$ cat src/isp_boot_pkg.sv
// Constants and state types for the boot select and hex record framer.
// Assumes a single 125 MHz clock domain and an APB register bus.
`default_nettype none

package isp_boot_pkg;

  // ----------------------------------------------------------------
  // Register map
  // ----------------------------------------------------------------
  localparam int APB_ADDR_W = 12;
  localparam logic [11:0] OFS_BOOT_CTRL = 12'h000;
  localparam logic [11:0] OFS_BOOT_VECT = 12'h004;
  localparam logic [11:0] OFS_SECURITY = 12'h008;
  localparam logic [11:0] OFS_STATUS = 12'h00C;
  localparam logic [11:0] OFS_RECORD = 12'h010;
  localparam logic [11:0] OFS_BAUD = 12'h014;

  // ----------------------------------------------------------------
  // Reset values and field positions
  // ----------------------------------------------------------------
  localparam logic RST_BOOT_JUMP_FUSE = 1'b0;
  localparam logic [7:0] RST_USER_BOOT_VECTOR = 8'hFC;
  localparam logic [7:0] RST_BOOT_STATUS_BYTE = 8'hFF;
  localparam logic [7:0] RST_SOFTWARE_SECURITY_BYTE = 8'hFF;
  localparam int BIT_WRITE_LOCK = 0;
  localparam int BIT_VERIFY_LOCK = 1;
  localparam int ST_FRAME_ERR = 0;
  localparam int ST_CKSUM_ERR = 1;
  localparam int ST_REFUSED = 2;
  localparam int ST_RECORD_OK = 3;
  localparam int ST_W = 4;

  // ----------------------------------------------------------------
  // Addresses and characters
  // ----------------------------------------------------------------
  localparam logic [15:0] LOADER_BOOT_ADDR = 16'hF800;
  localparam logic [15:0] APP_BOOT_ADDR = 16'h0000;
  localparam logic [15:0] API_ENTRY_ADDR = 16'hFFF0;
  localparam logic [7:0] NO_USER_LOADER = 8'hFC;
  localparam logic [7:0] BOOT_STATUS_APP = 8'h00;
  localparam logic [7:0] USER_LOADER_LOW = 8'h00;
  localparam logic [7:0] CH_COLON = 8'h3A;
  localparam logic [7:0] CH_U = 8'h55;
  localparam logic [7:0] CH_X = 8'h58;
  localparam logic [7:0] CH_CR = 8'h0D;
  localparam logic [7:0] CH_LF = 8'h0A;
  localparam logic [7:0] REC_TYPE_DATA = 8'h00;
  localparam logic [8:0] HDR_BYTES = 9'h004;
  localparam logic [1:0] MSG_LEN_U = 2'h1;
  localparam logic [1:0] MSG_LEN_X = 2'h3;

  // ----------------------------------------------------------------
  // State types
  // ----------------------------------------------------------------
  typedef enum logic [6:0] {
    RX_AUTO_WAIT = 7'h01,
    RX_AUTO_MEAS = 7'h02,
    RX_SKIP = 7'h04,
    RX_IDLE = 7'h08,
    RX_START = 7'h10,
    RX_DATA = 7'h20,
    RX_STOP = 7'h40
  } rx_state_t;

  typedef enum logic [3:0] {
    TX_IDLE = 4'h1,
    TX_START = 4'h2,
    TX_DATA = 4'h4,
    TX_STOP = 4'h8
  } tx_state_t;

  typedef enum logic [1:0] {
    P_HUNT = 2'h1,
    P_FIELD = 2'h2
  } parse_state_t;

endpackage

`default_nettype wire

$ cat src/isp_boot_select_and_hex_framer.sv
// Boot source select, fetch routing, autobaud UART and hex record framer.
// Assumes an APB master on i_clk; pins are asynchronous and synchronised.
//
// The placing of the registers and the APB slave port were chosen for this implementation.
`default_nettype none

module isp_boot_select_and_hex_framer
  import isp_boot_pkg::*;
#(
  parameter int BAUD_W = 16,
  parameter logic [15:0] FLASH_TOP = 16'h7FFF
) (
  input wire logic i_clk,
  input wire logic i_arst_n,
  input wire logic i_psel,
  input wire logic i_penable,
  input wire logic i_pwrite,
  input wire logic [APB_ADDR_W-1:0] i_paddr,
  input wire logic [31:0] i_pwdata,
  output logic [31:0] o_prdata,
  output logic o_pready,
  output logic o_pslverr,
  input wire logic i_device_reset_pin_n,
  input wire logic i_external_access_select_pin,
  input wire logic i_program_store_strobe_pin,
  input wire logic i_isp_rxd,
  output logic o_isp_txd,
  input wire logic i_fetch_valid,
  input wire logic [15:0] i_fetch_addr,
  output logic o_fetch_external,
  output logic o_api_entry,
  output logic o_boot_loader,
  output logic [15:0] o_boot_addr,
  output logic o_program_enable,
  output logic o_verify_enable,
  output logic o_data_valid,
  output logic [7:0] o_data_byte,
  output logic [15:0] o_data_addr,
  output logic o_record_done
);

  // ----------------------------------------------------------------
  // Functions
  // ----------------------------------------------------------------
  function automatic logic [4:0] hex_digit(input logic [7:0] c);
    hex_digit = 5'h00;
    if (c >= 8'h30 && c <= 8'h39) begin
      hex_digit = {1'b1, c[3:0]};
    end else if ((c >= 8'h41 && c <= 8'h46) ||
                 (c >= 8'h61 && c <= 8'h66)) begin
      hex_digit = {1'b1, c[3:0] + 4'h9};
    end
  endfunction

  function automatic logic [7:0] msg_char(input logic is_x,
                                          input logic [1:0] idx);
    msg_char = CH_U;
    if (is_x) begin
      msg_char = (idx == 2'h0) ? CH_X : ((idx == 2'h1) ? CH_CR : CH_LF);
    end
  endfunction

  // ----------------------------------------------------------------
  // Pin synchronisers
  // ----------------------------------------------------------------
  logic [3:0] sync1_reg, sync2_reg, sync3_reg, pin_flt_reg, pin_prev_reg;
  // Bits: 0 rxd, 1 access pin, 2 strobe pin, 3 reset pin
  always_ff @(posedge i_clk or negedge i_arst_n) begin
    if (!i_arst_n) begin
      sync1_reg <= 4'hF;
      sync2_reg <= 4'hF;
      sync3_reg <= 4'hF;
      pin_flt_reg <= 4'hF;
      pin_prev_reg <= 4'hF;
    end else begin
      sync1_reg <= {i_device_reset_pin_n, i_program_store_strobe_pin,
                    i_external_access_select_pin, i_isp_rxd};
      sync2_reg <= sync1_reg;
      sync3_reg <= sync2_reg;
      for (int i = 0; i < 4; i++) begin
        if (sync2_reg[i] == sync3_reg[i]) begin
          pin_flt_reg[i] <= sync2_reg[i];
        end
      end
      pin_prev_reg <= pin_flt_reg;
    end
  end

  logic rxd, rxd_fall, rst_pin_fall;
  assign rxd = pin_flt_reg[0];
  assign rxd_fall = pin_prev_reg[0] & ~pin_flt_reg[0];
  assign rst_pin_fall = pin_prev_reg[3] & ~pin_flt_reg[3];

  // ----------------------------------------------------------------
  // Registers
  // ----------------------------------------------------------------
  logic boot_jump_fuse_reg;
  logic [7:0] user_boot_vector_reg, boot_status_byte_reg;
  logic [7:0] software_security_byte_reg;
  logic [ST_W-1:0] status_reg;
  logic [31:0] record_reg;
  logic [BAUD_W-1:0] bit_cyc_reg;
  rx_state_t rx_st_reg;
  logic frame_err_pulse, cksum_err_pulse, refused_pulse, record_ok_pulse;
  logic [7:0] len_reg, type_reg;
  logic [15:0] offset_reg;
  logic apb_write, apb_setup;
  logic [ST_W-1:0] st_set;

  assign apb_setup = i_psel & ~i_penable;
  assign apb_write = i_psel & i_penable & o_pready & i_pwrite;
  assign st_set = {record_ok_pulse, refused_pulse, cksum_err_pulse,
                   frame_err_pulse};

  always_ff @(posedge i_clk or negedge i_arst_n) begin
    if (!i_arst_n) begin
      boot_jump_fuse_reg <= RST_BOOT_JUMP_FUSE;
      user_boot_vector_reg <= RST_USER_BOOT_VECTOR;
      boot_status_byte_reg <= RST_BOOT_STATUS_BYTE;
      software_security_byte_reg <= RST_SOFTWARE_SECURITY_BYTE;
    end else if (apb_write) begin
      if (i_paddr == OFS_BOOT_CTRL) begin
        boot_jump_fuse_reg <= i_pwdata[0];
      end
      if (i_paddr == OFS_BOOT_VECT) begin
        user_boot_vector_reg <= i_pwdata[7:0];
        boot_status_byte_reg <= i_pwdata[15:8];
      end
      if (i_paddr == OFS_SECURITY) begin
        software_security_byte_reg <= i_pwdata[7:0];
      end
    end
  end

  // Sticky, write one to clear; a new event wins over the clear
  always_ff @(posedge i_clk or negedge i_arst_n) begin
    if (!i_arst_n) begin
      status_reg <= '0;
    end else if (apb_write && i_paddr == OFS_STATUS) begin
      status_reg <= (status_reg & ~i_pwdata[ST_W-1:0]) | st_set;
    end else begin
      status_reg <= status_reg | st_set;
    end
  end

  always_ff @(posedge i_clk or negedge i_arst_n) begin
    if (!i_arst_n) begin
      record_reg <= '0;
    end else if (record_ok_pulse) begin
      record_reg <= {offset_reg, type_reg, len_reg};
    end
  end

  // Two cycle transfer: answer is ready in every access phase
  always_ff @(posedge i_clk or negedge i_arst_n) begin
    if (!i_arst_n) begin
      o_pready <= 1'b0;
      o_pslverr <= 1'b0;
      o_prdata <= '0;
    end else begin
      o_pready <= apb_setup;
      o_pslverr <= 1'b0;
      o_prdata <= '0;
      if (apb_setup) begin
        unique case (i_paddr)
          OFS_BOOT_CTRL: o_prdata <= {31'h0, boot_jump_fuse_reg};
          OFS_BOOT_VECT: o_prdata <= {16'h0, boot_status_byte_reg,
                                      user_boot_vector_reg};
          OFS_SECURITY: o_prdata <= {24'h0, software_security_byte_reg};
          OFS_STATUS: o_prdata <= {{(32-ST_W-2){1'b0}}, o_boot_loader,
                                   (rx_st_reg != RX_AUTO_WAIT &&
                                    rx_st_reg != RX_AUTO_MEAS), status_reg};
          OFS_RECORD: o_prdata <= record_reg;
          OFS_BAUD: o_prdata <= {{(32-BAUD_W){1'b0}}, bit_cyc_reg};
          default: o_pslverr <= 1'b1;
        endcase
      end
    end
  end

  // ----------------------------------------------------------------
  // Boot select and fetch routing
  // ----------------------------------------------------------------
  logic ea_latched_reg;
  always_ff @(posedge i_clk or negedge i_arst_n) begin
    if (!i_arst_n) begin
      ea_latched_reg <= 1'b1;
      o_boot_loader <= 1'b0;
      o_boot_addr <= APP_BOOT_ADDR;
    end else if (rst_pin_fall) begin
      ea_latched_reg <= pin_flt_reg[1];
      if (pin_flt_reg[1] && !pin_flt_reg[2]) begin
        o_boot_loader <= 1'b1;
        o_boot_addr <= LOADER_BOOT_ADDR;
      end else if (boot_jump_fuse_reg) begin
        o_boot_loader <= 1'b0;
        o_boot_addr <= APP_BOOT_ADDR;
      end else if (boot_status_byte_reg == BOOT_STATUS_APP) begin
        o_boot_loader <= 1'b0;
        o_boot_addr <= APP_BOOT_ADDR;
      end else if (user_boot_vector_reg != NO_USER_LOADER) begin
        o_boot_loader <= 1'b0;
        o_boot_addr <= {user_boot_vector_reg, USER_LOADER_LOW};
      end else begin
        o_boot_loader <= 1'b1;
        o_boot_addr <= LOADER_BOOT_ADDR;
      end
    end
  end

  always_ff @(posedge i_clk or negedge i_arst_n) begin
    if (!i_arst_n) begin
      o_fetch_external <= 1'b0;
      o_api_entry <= 1'b0;
    end else begin
      o_fetch_external <= ~ea_latched_reg | (i_fetch_addr > FLASH_TOP);
      o_api_entry <= i_fetch_valid && (i_fetch_addr == API_ENTRY_ADDR);
    end
  end

  // ----------------------------------------------------------------
  // Lock bits
  // ----------------------------------------------------------------
  logic write_ok, verify_ok;
  assign write_ok = software_security_byte_reg[BIT_WRITE_LOCK] &
                    software_security_byte_reg[BIT_VERIFY_LOCK];
  assign verify_ok = software_security_byte_reg[BIT_VERIFY_LOCK];

  always_ff @(posedge i_clk or negedge i_arst_n) begin
    if (!i_arst_n) begin
      o_program_enable <= 1'b1;
      o_verify_enable <= 1'b1;
    end else begin
      o_program_enable <= write_ok;
      o_verify_enable <= verify_ok;
    end
  end

  // ----------------------------------------------------------------
  // Autobaud receiver
  // ----------------------------------------------------------------
  logic [BAUD_W-1:0] rx_cnt_reg;
  logic [3:0] rx_idx_reg;
  logic [7:0] rx_shift_reg;
  logic rx_valid_reg, send_u_reg, stop_err_reg;
  logic rx_bit_end;
  assign rx_bit_end = (rx_cnt_reg == bit_cyc_reg - 1'b1);

  always_ff @(posedge i_clk or negedge i_arst_n) begin
    if (!i_arst_n) begin
      rx_st_reg <= RX_AUTO_WAIT;
      rx_cnt_reg <= '0;
      rx_idx_reg <= 4'h0;
      rx_shift_reg <= 8'h00;
      bit_cyc_reg <= '1;
      rx_valid_reg <= 1'b0;
      send_u_reg <= 1'b0;
      stop_err_reg <= 1'b0;
    end else begin
      rx_valid_reg <= 1'b0;
      send_u_reg <= 1'b0;
      stop_err_reg <= 1'b0;
      rx_cnt_reg <= rx_cnt_reg + 1'b1;
      unique case (rx_st_reg)
        RX_AUTO_WAIT: if (rxd_fall) begin
          rx_cnt_reg <= {{(BAUD_W-1){1'b0}}, 1'b1};
          rx_st_reg <= RX_AUTO_MEAS;
        end
        RX_AUTO_MEAS: if (rxd) begin
          bit_cyc_reg <= rx_cnt_reg;
          rx_cnt_reg <= '0;
          rx_idx_reg <= 4'h0;
          send_u_reg <= 1'b1;
          rx_st_reg <= RX_SKIP;
        end else if (&rx_cnt_reg) begin
          rx_st_reg <= RX_AUTO_WAIT;
        end
        // Skip the rest of the opening character
        RX_SKIP: if (rx_bit_end) begin
          rx_cnt_reg <= '0;
          rx_idx_reg <= rx_idx_reg + 1'b1;
          if (rx_idx_reg == 4'h7) begin
            rx_st_reg <= RX_IDLE;
          end
        end
        RX_IDLE: if (rxd_fall) begin
          rx_cnt_reg <= '0;
          rx_st_reg <= RX_START;
        end
        // Mid start bit check rejects glitches
        RX_START: if (rx_cnt_reg == (bit_cyc_reg >> 1)) begin
          rx_cnt_reg <= '0;
          rx_idx_reg <= 4'h0;
          rx_st_reg <= rxd ? RX_IDLE : RX_DATA;
        end
        RX_DATA: if (rx_bit_end) begin
          rx_cnt_reg <= '0;
          rx_shift_reg <= {rxd, rx_shift_reg[7:1]};
          rx_idx_reg <= rx_idx_reg + 1'b1;
          if (rx_idx_reg == 4'h7) begin
            rx_st_reg <= RX_STOP;
          end
        end
        RX_STOP: if (rx_bit_end) begin
          rx_valid_reg <= rxd;
          stop_err_reg <= ~rxd;
          rx_st_reg <= RX_IDLE;
        end
      endcase
    end
  end

  // ----------------------------------------------------------------
  // Transmitter for U echo and X reply
  // ----------------------------------------------------------------
  tx_state_t tx_st_reg;
  logic [BAUD_W-1:0] tx_cnt_reg;
  logic [2:0] tx_bit_reg;
  logic [1:0] tx_chr_reg;
  logic tx_is_x_reg, send_x_reg;
  logic [7:0] tx_shift_reg;
  logic tx_bit_end;
  assign tx_bit_end = (tx_cnt_reg == bit_cyc_reg - 1'b1);

  // Requests while busy are dropped; replies never overlap in practice
  always_ff @(posedge i_clk or negedge i_arst_n) begin
    if (!i_arst_n) begin
      tx_st_reg <= TX_IDLE;
      tx_cnt_reg <= '0;
      tx_bit_reg <= 3'h0;
      tx_chr_reg <= 2'h0;
      tx_is_x_reg <= 1'b0;
      tx_shift_reg <= 8'hFF;
      o_isp_txd <= 1'b1;
    end else begin
      tx_cnt_reg <= tx_bit_end ? '0 : tx_cnt_reg + 1'b1;
      unique case (tx_st_reg)
        TX_IDLE: begin
          o_isp_txd <= 1'b1;
          tx_cnt_reg <= '0;
          if (send_u_reg || send_x_reg) begin
            tx_is_x_reg <= send_x_reg;
            tx_chr_reg <= 2'h0;
            tx_shift_reg <= msg_char(send_x_reg, 2'h0);
            o_isp_txd <= 1'b0;
            tx_st_reg <= TX_START;
          end
        end
        TX_START: if (tx_bit_end) begin
          o_isp_txd <= tx_shift_reg[0];
          tx_shift_reg <= {1'b1, tx_shift_reg[7:1]};
          tx_bit_reg <= 3'h0;
          tx_st_reg <= TX_DATA;
        end
        TX_DATA: if (tx_bit_end) begin
          tx_bit_reg <= tx_bit_reg + 1'b1;
          o_isp_txd <= (tx_bit_reg == 3'h7) ? 1'b1 : tx_shift_reg[0];
          tx_shift_reg <= {1'b1, tx_shift_reg[7:1]};
          if (tx_bit_reg == 3'h7) begin
            tx_st_reg <= TX_STOP;
          end
        end
        TX_STOP: if (tx_bit_end) begin
          tx_chr_reg <= tx_chr_reg + 1'b1;
          if (tx_chr_reg + 1'b1 == (tx_is_x_reg ? MSG_LEN_X : MSG_LEN_U)) begin
            tx_st_reg <= TX_IDLE;
          end else begin
            tx_shift_reg <= msg_char(tx_is_x_reg, tx_chr_reg + 1'b1);
            o_isp_txd <= 1'b0;
            tx_st_reg <= TX_START;
          end
        end
      endcase
    end
  end

  // ----------------------------------------------------------------
  // Hex record parser
  // ----------------------------------------------------------------
  parse_state_t p_st_reg;
  logic have_hi_reg;
  logic [3:0] hi_reg;
  logic [8:0] byte_cnt_reg;
  logic [7:0] sum_reg;
  logic [4:0] dig;
  logic [7:0] dbyte;
  assign dig = hex_digit(rx_shift_reg);
  assign dbyte = {hi_reg, dig[3:0]};

  always_ff @(posedge i_clk or negedge i_arst_n) begin
    if (!i_arst_n) begin
      p_st_reg <= P_HUNT;
      have_hi_reg <= 1'b0;
      hi_reg <= 4'h0;
      byte_cnt_reg <= '0;
      sum_reg <= 8'h00;
      len_reg <= 8'h00;
      type_reg <= 8'h00;
      offset_reg <= 16'h0000;
      frame_err_pulse <= 1'b0;
      cksum_err_pulse <= 1'b0;
      refused_pulse <= 1'b0;
      record_ok_pulse <= 1'b0;
      send_x_reg <= 1'b0;
      o_data_valid <= 1'b0;
      o_data_byte <= 8'h00;
      o_data_addr <= 16'h0000;
      o_record_done <= 1'b0;
    end else begin
      frame_err_pulse <= stop_err_reg;
      cksum_err_pulse <= 1'b0;
      refused_pulse <= 1'b0;
      record_ok_pulse <= 1'b0;
      send_x_reg <= 1'b0;
      o_data_valid <= 1'b0;
      o_record_done <= 1'b0;
      if (rx_valid_reg) begin
        if (rx_shift_reg == CH_COLON) begin
          p_st_reg <= P_FIELD;
          have_hi_reg <= 1'b0;
          byte_cnt_reg <= '0;
          sum_reg <= 8'h00;
        end else if (p_st_reg == P_FIELD) begin
          if (!dig[4]) begin
            frame_err_pulse <= 1'b1;
            p_st_reg <= P_HUNT;
          end else if (!have_hi_reg) begin
            hi_reg <= dig[3:0];
            have_hi_reg <= 1'b1;
          end else begin
            have_hi_reg <= 1'b0;
            sum_reg <= sum_reg + dbyte;
            byte_cnt_reg <= byte_cnt_reg + 1'b1;
            if (byte_cnt_reg == 9'h000) begin
              len_reg <= dbyte;
            end else if (byte_cnt_reg == 9'h001) begin
              offset_reg[15:8] <= dbyte;
            end else if (byte_cnt_reg == 9'h002) begin
              offset_reg[7:0] <= dbyte;
            end else if (byte_cnt_reg == 9'h003) begin
              type_reg <= dbyte;
            end else if (byte_cnt_reg < HDR_BYTES + {1'b0, len_reg}) begin
              o_data_byte <= dbyte;
              o_data_addr <= 16'h0000;
              if (type_reg == REC_TYPE_DATA) begin
                o_data_addr <= offset_reg +
                               {8'h00, byte_cnt_reg[7:0] - HDR_BYTES[7:0]};
                o_data_valid <= write_ok;
                refused_pulse <= ~write_ok;
              end else begin
                o_data_valid <= 1'b1;
              end
            end else begin
              p_st_reg <= P_HUNT;
              o_record_done <= 1'b1;
              if (sum_reg + dbyte == 8'h00) begin
                record_ok_pulse <= 1'b1;
              end else begin
                cksum_err_pulse <= 1'b1;
                send_x_reg <= 1'b1;
              end
            end
          end
        end
      end
    end
  end

endmodule

`default_nettype wire

$ cat config.mk
export PLATFORM = sky130hd
export DESIGN_NAME = isp_boot_select_and_hex_framer
export DESIGN_NICKNAME = d
export VERILOG_FILES = /design/src/isp_boot_pkg.sv /design/src/isp_boot_select_and_hex_framer.sv
export SDC_FILE = /design/constraint.sdc
export NUM_CORES = 1
export LEC_CHECK = 0
export ABC_AREA = 1
export BUFFER_PORTS_ARGS = -buffer_cell sky130_fd_sc_hd__clkbuf_2
export CAP_MARGIN = 10
export CORE_AREA = 2 2 136 238
export CTS_BUF_LIST = sky130_fd_sc_hd__clkbuf_16
export DETAILED_ROUTE_END_ITERATION = 12
export DIE_AREA = 0 0 138 240
export PLACE_DENSITY = 0.78
export SETUP_SLACK_MARGIN = 0.3
export SYNTH_ARGS = -nofsm -noshare
export SYNTH_HDL_FRONTEND = slang
export SYNTH_SLANG_ARGS = --single-unit
export TNS_END_PERCENT = 20
$ cat constraint.sdc
create_clock -name i_clk -period 4.78 [get_ports i_clk]
set_input_delay 0.239 -clock i_clk [delete_from_list [all_inputs] [get_ports i_clk]]
set_output_delay 0.239 -clock i_clk [all_outputs]
set_load 0.01 [all_outputs]
Word-level counts from Yosys, hierarchy flattened
Cells that the tools add are included.
W data, S select, Z words.
{ "word_totals": {"ff_bits": 312, "inputBits": 70, "wordCells": 362, "output_inout_bits": 82} }
{ "op_classes": {"bitwise": 23, "addsub": 12, "n_eq_ne": 60, "n_mux": 155, "magnitude_cmp": 8, "reduce_logical": 48} }
{ "op_table": {"columns": ["op", "count"], "rows": [
  ["$mux W16", 12],
  ["$pmux W32 S6", 1],
  ["$mux W7", 12],
  ["$mux W1", 80],
  ["$pmux W16 S5", 1],
  ["$mux W8", 8],
  ["$pmux W7 S7", 1],
  ["$mux W4", 10],
  ["$mux W9", 4],
  ["$add A16 B1 Y16 const B", 2],
  ["$eq A16 B16 Y1", 2],
  ["$mux W32", 1],
  ["$ne A2 B2 Y1 const B", 15],
  ["$mux W2", 13],
  ["$eq A12 B4 Y1 const B", 2],
  ["$eq A12 B5 Y1 const B", 2],
  ["$logic_not A8 Y1", 3],
  ["$pmux W8 S3", 1],
  ["$eq A9 B2 Y1 const B", 2],
  ["$ne A3 B3 Y1 const B", 6],
  ["$reduce_and A9 Y1", 2],
  ["$add A16 B8 Y16", 1],
  ["$eq A16 B15 Y1", 1],
  ["$eq A16 B16 Y1 const B", 1],
  ["other kinds (72)", 123]
]} }

Longest topological paths before layout
{ "logic_depth": {"word_depth": 18, "mapped_depth": 21, "mapped_depth_nobuf": 21} }

Worst setup path before layout
No wires, ideal clock.
{ "synth_path": {"path_kind": "register to register", "from": "register rx_shift_reg[0]", "to": "register send_x_reg", "arrival_ps": 2995, "setup_slack_ps": 1668, "setup_ps": 118, "n_path_buf": 0, "required_time_ps": 4662, "stages_incl_launch_ff": 18, "period_less_slack_ps": 3112, "cell_sequence": "dfrtp_1 -> inv_1 -> ha_1 -> or2_1 -> a31oi_2 -> xor2_1 -> nand2_1 -> inv_1 -> ha_1 -> inv_1 -> fa_1 -> o21ai_0 -> a21oi_1 -> o21ai_0 -> xnor2_1 -> nand2_1 -> a21oi_1 -> nor2_1"} }
{ "synth_via": {"elab_chain_cells": 18, "word_cells_on_any_way": 27, "cone_classes": "2 x add/sub; 6 x order compare; 1 x eq/ne; 13 x mux; 5 x reduce/logical"} }
{ "synth_lines": {"columns": ["item", "line", "text"], "rows": [
  ["start, declared", "isp_boot_select_and_hex_framer.sv:244", "logic [7:0] rx_shift_reg;"],
  ["start signal, assigned", "isp_boot_select_and_hex_framer.sv:298", "rx_shift_reg <= {rxd, rx_shift_reg[7:1]};"],
  ["$ge A8 B7 Y1, or another cell as far along", "isp_boot_select_and_hex_framer.sv:49", "end else if ((c >= 8'h41 && c <= 8'h46) ||"],
  ["$logic_and A1 B1 Y1, on equally long branches", "isp_boot_select_and_hex_framer.sv:49, isp_boot_select_and_hex_framer.sv:50", null],
  ["$logic_or A1 B1 Y1", "isp_boot_select_and_hex_framer.sv:49", null],
  ["$mux W5", "isp_boot_select_and_hex_framer.sv:49", null],
  ["$mux W5 (*)", "isp_boot_select_and_hex_framer.sv:47", "if (c >= 8'h30 && c <= 8'h39) begin"],
  ["named net dig[0]", "isp_boot_select_and_hex_framer.sv:385", "logic [4:0] dig;"],
  ["$add A8 B8 Y8 (*)", "isp_boot_select_and_hex_framer.sv:456", "if (sum_reg + dbyte == 8'h00) begin"],
  ["$logic_not A8 Y1 (*)", "isp_boot_select_and_hex_framer.sv:456", null],
  ["(+3 left out)", null, null],
  ["$mux W1 (*)", "isp_boot_select_and_hex_framer.sv:438", "end else if (byte_cnt_reg == 9'h002) begin"],
  ["$mux W1 (*)", "isp_boot_select_and_hex_framer.sv:436", "end else if (byte_cnt_reg == 9'h001) begin"],
  ["$mux W1 (*)", "isp_boot_select_and_hex_framer.sv:434", "if (byte_cnt_reg == 9'h000) begin"],
  ["$mux W1 (*)", "isp_boot_select_and_hex_framer.sv:427", "end else if (!have_hi_reg) begin"],
  ["$mux W1 (*)", "isp_boot_select_and_hex_framer.sv:424", "if (!dig[4]) begin"],
  ["$mux W1 (*)", "isp_boot_select_and_hex_framer.sv:423", "end else if (p_st_reg == P_FIELD) begin"],
  ["$mux W1 (*)", "isp_boot_select_and_hex_framer.sv:418", "if (rx_shift_reg == CH_COLON) begin"],
  ["$mux W1 (*)", "isp_boot_select_and_hex_framer.sv:417", "if (rx_valid_reg) begin"],
  ["end signal, assigned", "isp_boot_select_and_hex_framer.sv:404", "send_x_reg <= 1'b0;"],
  ["end signal, assigned", "isp_boot_select_and_hex_framer.sv:414", "send_x_reg <= 1'b0;"],
  ["end signal, assigned", "isp_boot_select_and_hex_framer.sv:460", "send_x_reg <= 1'b1;"],
  ["end, declared", "isp_boot_select_and_hex_framer.sv:320", "logic tx_is_x_reg, send_x_reg;"]
]} }
Mark *: on every way through the listed nets, which the timed path passes. The rest lies on a longest branch.
A chain may end at the register's enable or synchronous reset.

Worst setup path after layout
{ "layout_path": {"from": "register rx_shift_reg[0]", "to": "register record_ok_pulse"} }
{ "layout_via": {"elab_chain_cells": 18, "word_cells_on_any_way": 27, "cone_classes": "2 x add/sub; 6 x order compare; 1 x eq/ne; 13 x mux; 5 x reduce/logical"} }
{ "layout_lines": {"columns": ["item", "line", "text"], "rows": [
  ["$ge A8 B7 Y1, or another cell as far along", "isp_boot_select_and_hex_framer.sv:49", null],
  ["$logic_and A1 B1 Y1, on equally long branches", "isp_boot_select_and_hex_framer.sv:49, isp_boot_select_and_hex_framer.sv:50", null],
  ["$logic_or A1 B1 Y1", "isp_boot_select_and_hex_framer.sv:49", null],
  ["$mux W5", "isp_boot_select_and_hex_framer.sv:49", null],
  ["$mux W5 (*)", "isp_boot_select_and_hex_framer.sv:47", null],
  ["named net dig[0]", "isp_boot_select_and_hex_framer.sv:385", null],
  ["$add A8 B8 Y8 (*)", "isp_boot_select_and_hex_framer.sv:456", null],
  ["$logic_not A8 Y1 (*)", "isp_boot_select_and_hex_framer.sv:456", null],
  ["(+3 left out)", null, null],
  ["$mux W1 (*)", "isp_boot_select_and_hex_framer.sv:438", null],
  ["$mux W1 (*)", "isp_boot_select_and_hex_framer.sv:436", null],
  ["$mux W1 (*)", "isp_boot_select_and_hex_framer.sv:434", null],
  ["$mux W1 (*)", "isp_boot_select_and_hex_framer.sv:427", null],
  ["$mux W1 (*)", "isp_boot_select_and_hex_framer.sv:424", null],
  ["$mux W1 (*)", "isp_boot_select_and_hex_framer.sv:423", null],
  ["$mux W1 (*)", "isp_boot_select_and_hex_framer.sv:418", null],
  ["$mux W1 (*)", "isp_boot_select_and_hex_framer.sv:417", null],
  ["end signal, assigned", "isp_boot_select_and_hex_framer.sv:403", "record_ok_pulse <= 1'b0;"],
  ["end signal, assigned", "isp_boot_select_and_hex_framer.sv:413", "record_ok_pulse <= 1'b0;"],
  ["end signal, assigned", "isp_boot_select_and_hex_framer.sv:457", "record_ok_pulse <= 1'b1;"],
  ["end, declared", "isp_boot_select_and_hex_framer.sv:104", "logic frame_err_pulse, cksum_err_pulse, refused_pulse, record_ok_pulse;"]
]} }
Marked as above.

==> impl_metrics.toml <==
[grt]
grt_pass1_wl_mm = 67.8
grt_use_met3_pct = 2.69
grt_busiest_layer = "met2"
grt_util_all_layers_pct = 25.2
use_met1_pct = 26.4
grt_antenna_before_repair = 0
grt_max_degree = 125
met2_usage_pct = 47.4
overflow = 0
grt_pass1_vias = 13598

[cts]
numCtsBuffers = 29
cts.sinks = 302
post_cts.repair.setup_buffers = 0
cts-root-buf = "clkbuf_16"
cts.clk_slew.worst_paths_ps = 70
postCtsResizedCells = 0
clock_latency_ps = 580
cts_tree = "built"
cts_htree_levels = 1
clk_path_buf_depth = 3

[worst_setup_path]
cp_slowest_cell = "dfrtp_1"
endpoint_kind = "flip-flop"
slowest_delay_ps = 450
cpMostUsedCell = "inv_1"
critPathMaxFanout = 6
critPathKind = "reg2reg"
cp_cell_sequence = "inv_1 -> ha_1 -> or2_1 -> a31oi_2 -> xor2_1 -> nand2_1 -> inv_1 -> ha_1 -> inv_1 -> fa_1 -> o21ai_0 -> a21oi_1 -> o21ai_0 -> xnor2_1 -> nand2_1 -> nor3b_1"
cp.required_ps = 5260
arrival_ps = 4180
start_kind = "flip-flop"

[synthesis]
synth_ff_type = "dfrtp_1"
postSynthCellCount = 1877
yosysSeqAreaShare_pct = 49.5
synth_area_mm2 = 0.0155
syn_avg_cell_area_um2 = 8.23
yosys-top-cells-area = "dfrtp_1 (37%), dfstp_2 (12%), nand2_1 (11%), inv_1 (5.9%), o21ai_0 (5.6%)"
synth_top_area_share_pct = 37.4
yosys_warnings = 0
synth.ff_latch_count = 302
async_reset_ff_share_pct = 100
synth_edf_count = 0
synth_cell_types = 54
synth_area_leader_cell = "dfrtp_1"

[placement]
dp_hpwl_mm = 31.2
place_inst = 2361
gp_congestion = 0.945
port_buffers = 127
placed_area_mm2 = 0.0164

[sta]
timing.final.crit_period_ps = 3690
drv_slew = 0
finClkSkew_ps = 20.6
worst_pin_slew_ps = 1140
rsz0062_at_grt = "no"
setup_violations = 0
relSlewSlack_pct = 24.1
hold_viol = 0
period_share_pct = 77.3
fin_setup_tns_ps = 0
max_freq_mhz = 271

[floorplanning]
die_y_um = 240
io_pins = 152
row_count = 86
die_area_mm2 = 0.0331
dieWidth_um = 138
start_util_pct = 49.5
coreArea_mm2 = 0.0312

[detailed_routing]
drt-total-wl_mm = 41.8
vias_per_cell = 5.49
dr.first_iter.drc_count = 833
antenna_left = 0
drc_errors = 0
dr.pass1.iters = 6
wl_per_cell_um = 17.1
route.vias.total = 13397

[cells_and_area]
layout.nets = 2138
fin_area_mm2 = 0.0176
syn_to_final_growth_pct = 14.0
insertedDiodeCount = 0
final_cells = 2441
drive_gt1_share_pct = 14.5

[power]
peakVddDrop_v = 0.000362
p_per_area_mw_per_mm2 = 391
p_leak_nw = 8.60

[status]
outcome = "completed"

[hold_path]
hold_class = "in2reg"

[job]
maxCapViolCount = 0
kinds of logic after synthesis:
logic type               Yosys count  share of synthesized area [%]
buffers and inverters            305                           7.85
AO/OA/AOI/OAI                    294                           10.6
AND/OR/NAND/NOR                  866                           24.6
XOR/XNOR                          56                           3.17
adder cells (fa/ha/maj)           50                           4.08
flip-flops                       302                           49.5
other                              1                         0.0243
multiplexers                       3                          0.219
through the flow:
step / setup slack [ps] / utilization [%] / power, mW / hold WS, ps
2_1_floorplan: 1670 / - / 4.12 / -56.6
3_3_place_gp: 1230 / 52.6 / 4.56 / 329
3_5_place_dp: 1140 / 52.6 / 4.61 / 328
4_1_cts: 1110 / 56.4 / 6.90 / 61.5
5_1_grt: 821 / 56.4 / 7.25 / 154
6_report: 1090 / 56.4 / 6.89 / 86.0
path summary, 6_finish.rpt:
path / slack [ps] / cells past startpoint / to / start
hold / removal: 90 / 5 / boot_jump_fuse_reg$_DFFE_PN0P_ / i_psel
hold reg to reg: 360 / 0 / sync2_reg[2]$_DFF_PN1_ / sync1_reg[2]$_DFF_PN1_
setup / recovery: 1090 / 16 / record_ok_pulse$_DFF_PN0_ / rx_shift_reg[0]$_DFFE_PN0P_
min in group asynchronous: 360 / 2 / tx_cnt_reg[13]$_DFF_PN0_ / i_arst_n
setup reg to reg: 1090 / 16 / record_ok_pulse$_DFF_PN0_ / rx_shift_reg[0]$_DFFE_PN0P_
max in group asynchronous: 3190 / 3 / o_prdata[21]$_DFF_PN0_ / i_arst_n
metal layers:
metal | wire (um) | up-vias
li1 | - | 6377
met1 | 15200 | 6404
met2 | 21900 | 434
met3 | 1590 | 182
met4 | 3020 | 0
met5 | 0 | -
final cells by class:
type / instances / area [um^2]
clock inverters: 24 / 180
flip-flops and latches: 302 / 7650
inverters: 252 / 946
multi-input cells: 1277 / 6620
well taps: 396 / 495
fillers: 2767 / 13600
clock buffers: 30 / 751
repair buffers: 160 / 971
cells in the mapped netlist (11+ instances only):
cell type / instances
nand3_1: 101
nand2_1: 461
clkbuf_1: 34
dfrtp_1: 231
nand4_1: 44
dfstp_2: 71
nor3_1: 52
a21oi_1: 61
o22ai_1: 13
ha_1: 44
o21ai_0: 173
inv_1: 243
nor2_1: 145
xnor2_1: 11
xor2_1: 45
placed cells by master, fill, tap and decap left out, types with 7 or more instances in the layout:
cell and instances:
clkbuf_16 30, ha_1 44, nor4_1 7, nor3b_1 9
nor2_2 9, nand3_1 101, nor2_1 145, nand3b_1 7
xor2_1 45, clkinv_2 7, nand2_1 461, xnor2_1 11
o22ai_1 13, a21oi_1 61, nand2_2 8, clkinv_1 9
inv_1 251, dfstp_2 71, conb_1 8, dlygate4sd3_1 26
o21ai_0 173, clkbuf_2 126, dfrtp_1 231, nand4_1 44
nor3_1 52, o21ai_2 8
what timing repair did:
item,CTS,global route
hold endpoints to repair,130,0
hold buffers,26,0
setup endpoints to repair,0,0
critical path, delay by kind of cell (launching register included):
family	cells	cell delay, ps
compound gates	4	1020
fa+ha+maj	3	790
simple gates	4	710
flops	1	450
xor+xnor	2	330
buf+inv	3	280
power by group:
group          switching (mW)  internal [mW]
Clock                    1.02           1.25
Combinational            1.20          0.553
Sequential              0.131           2.73
Total                    2.35           4.54
(Power assumes the default switching activity.)
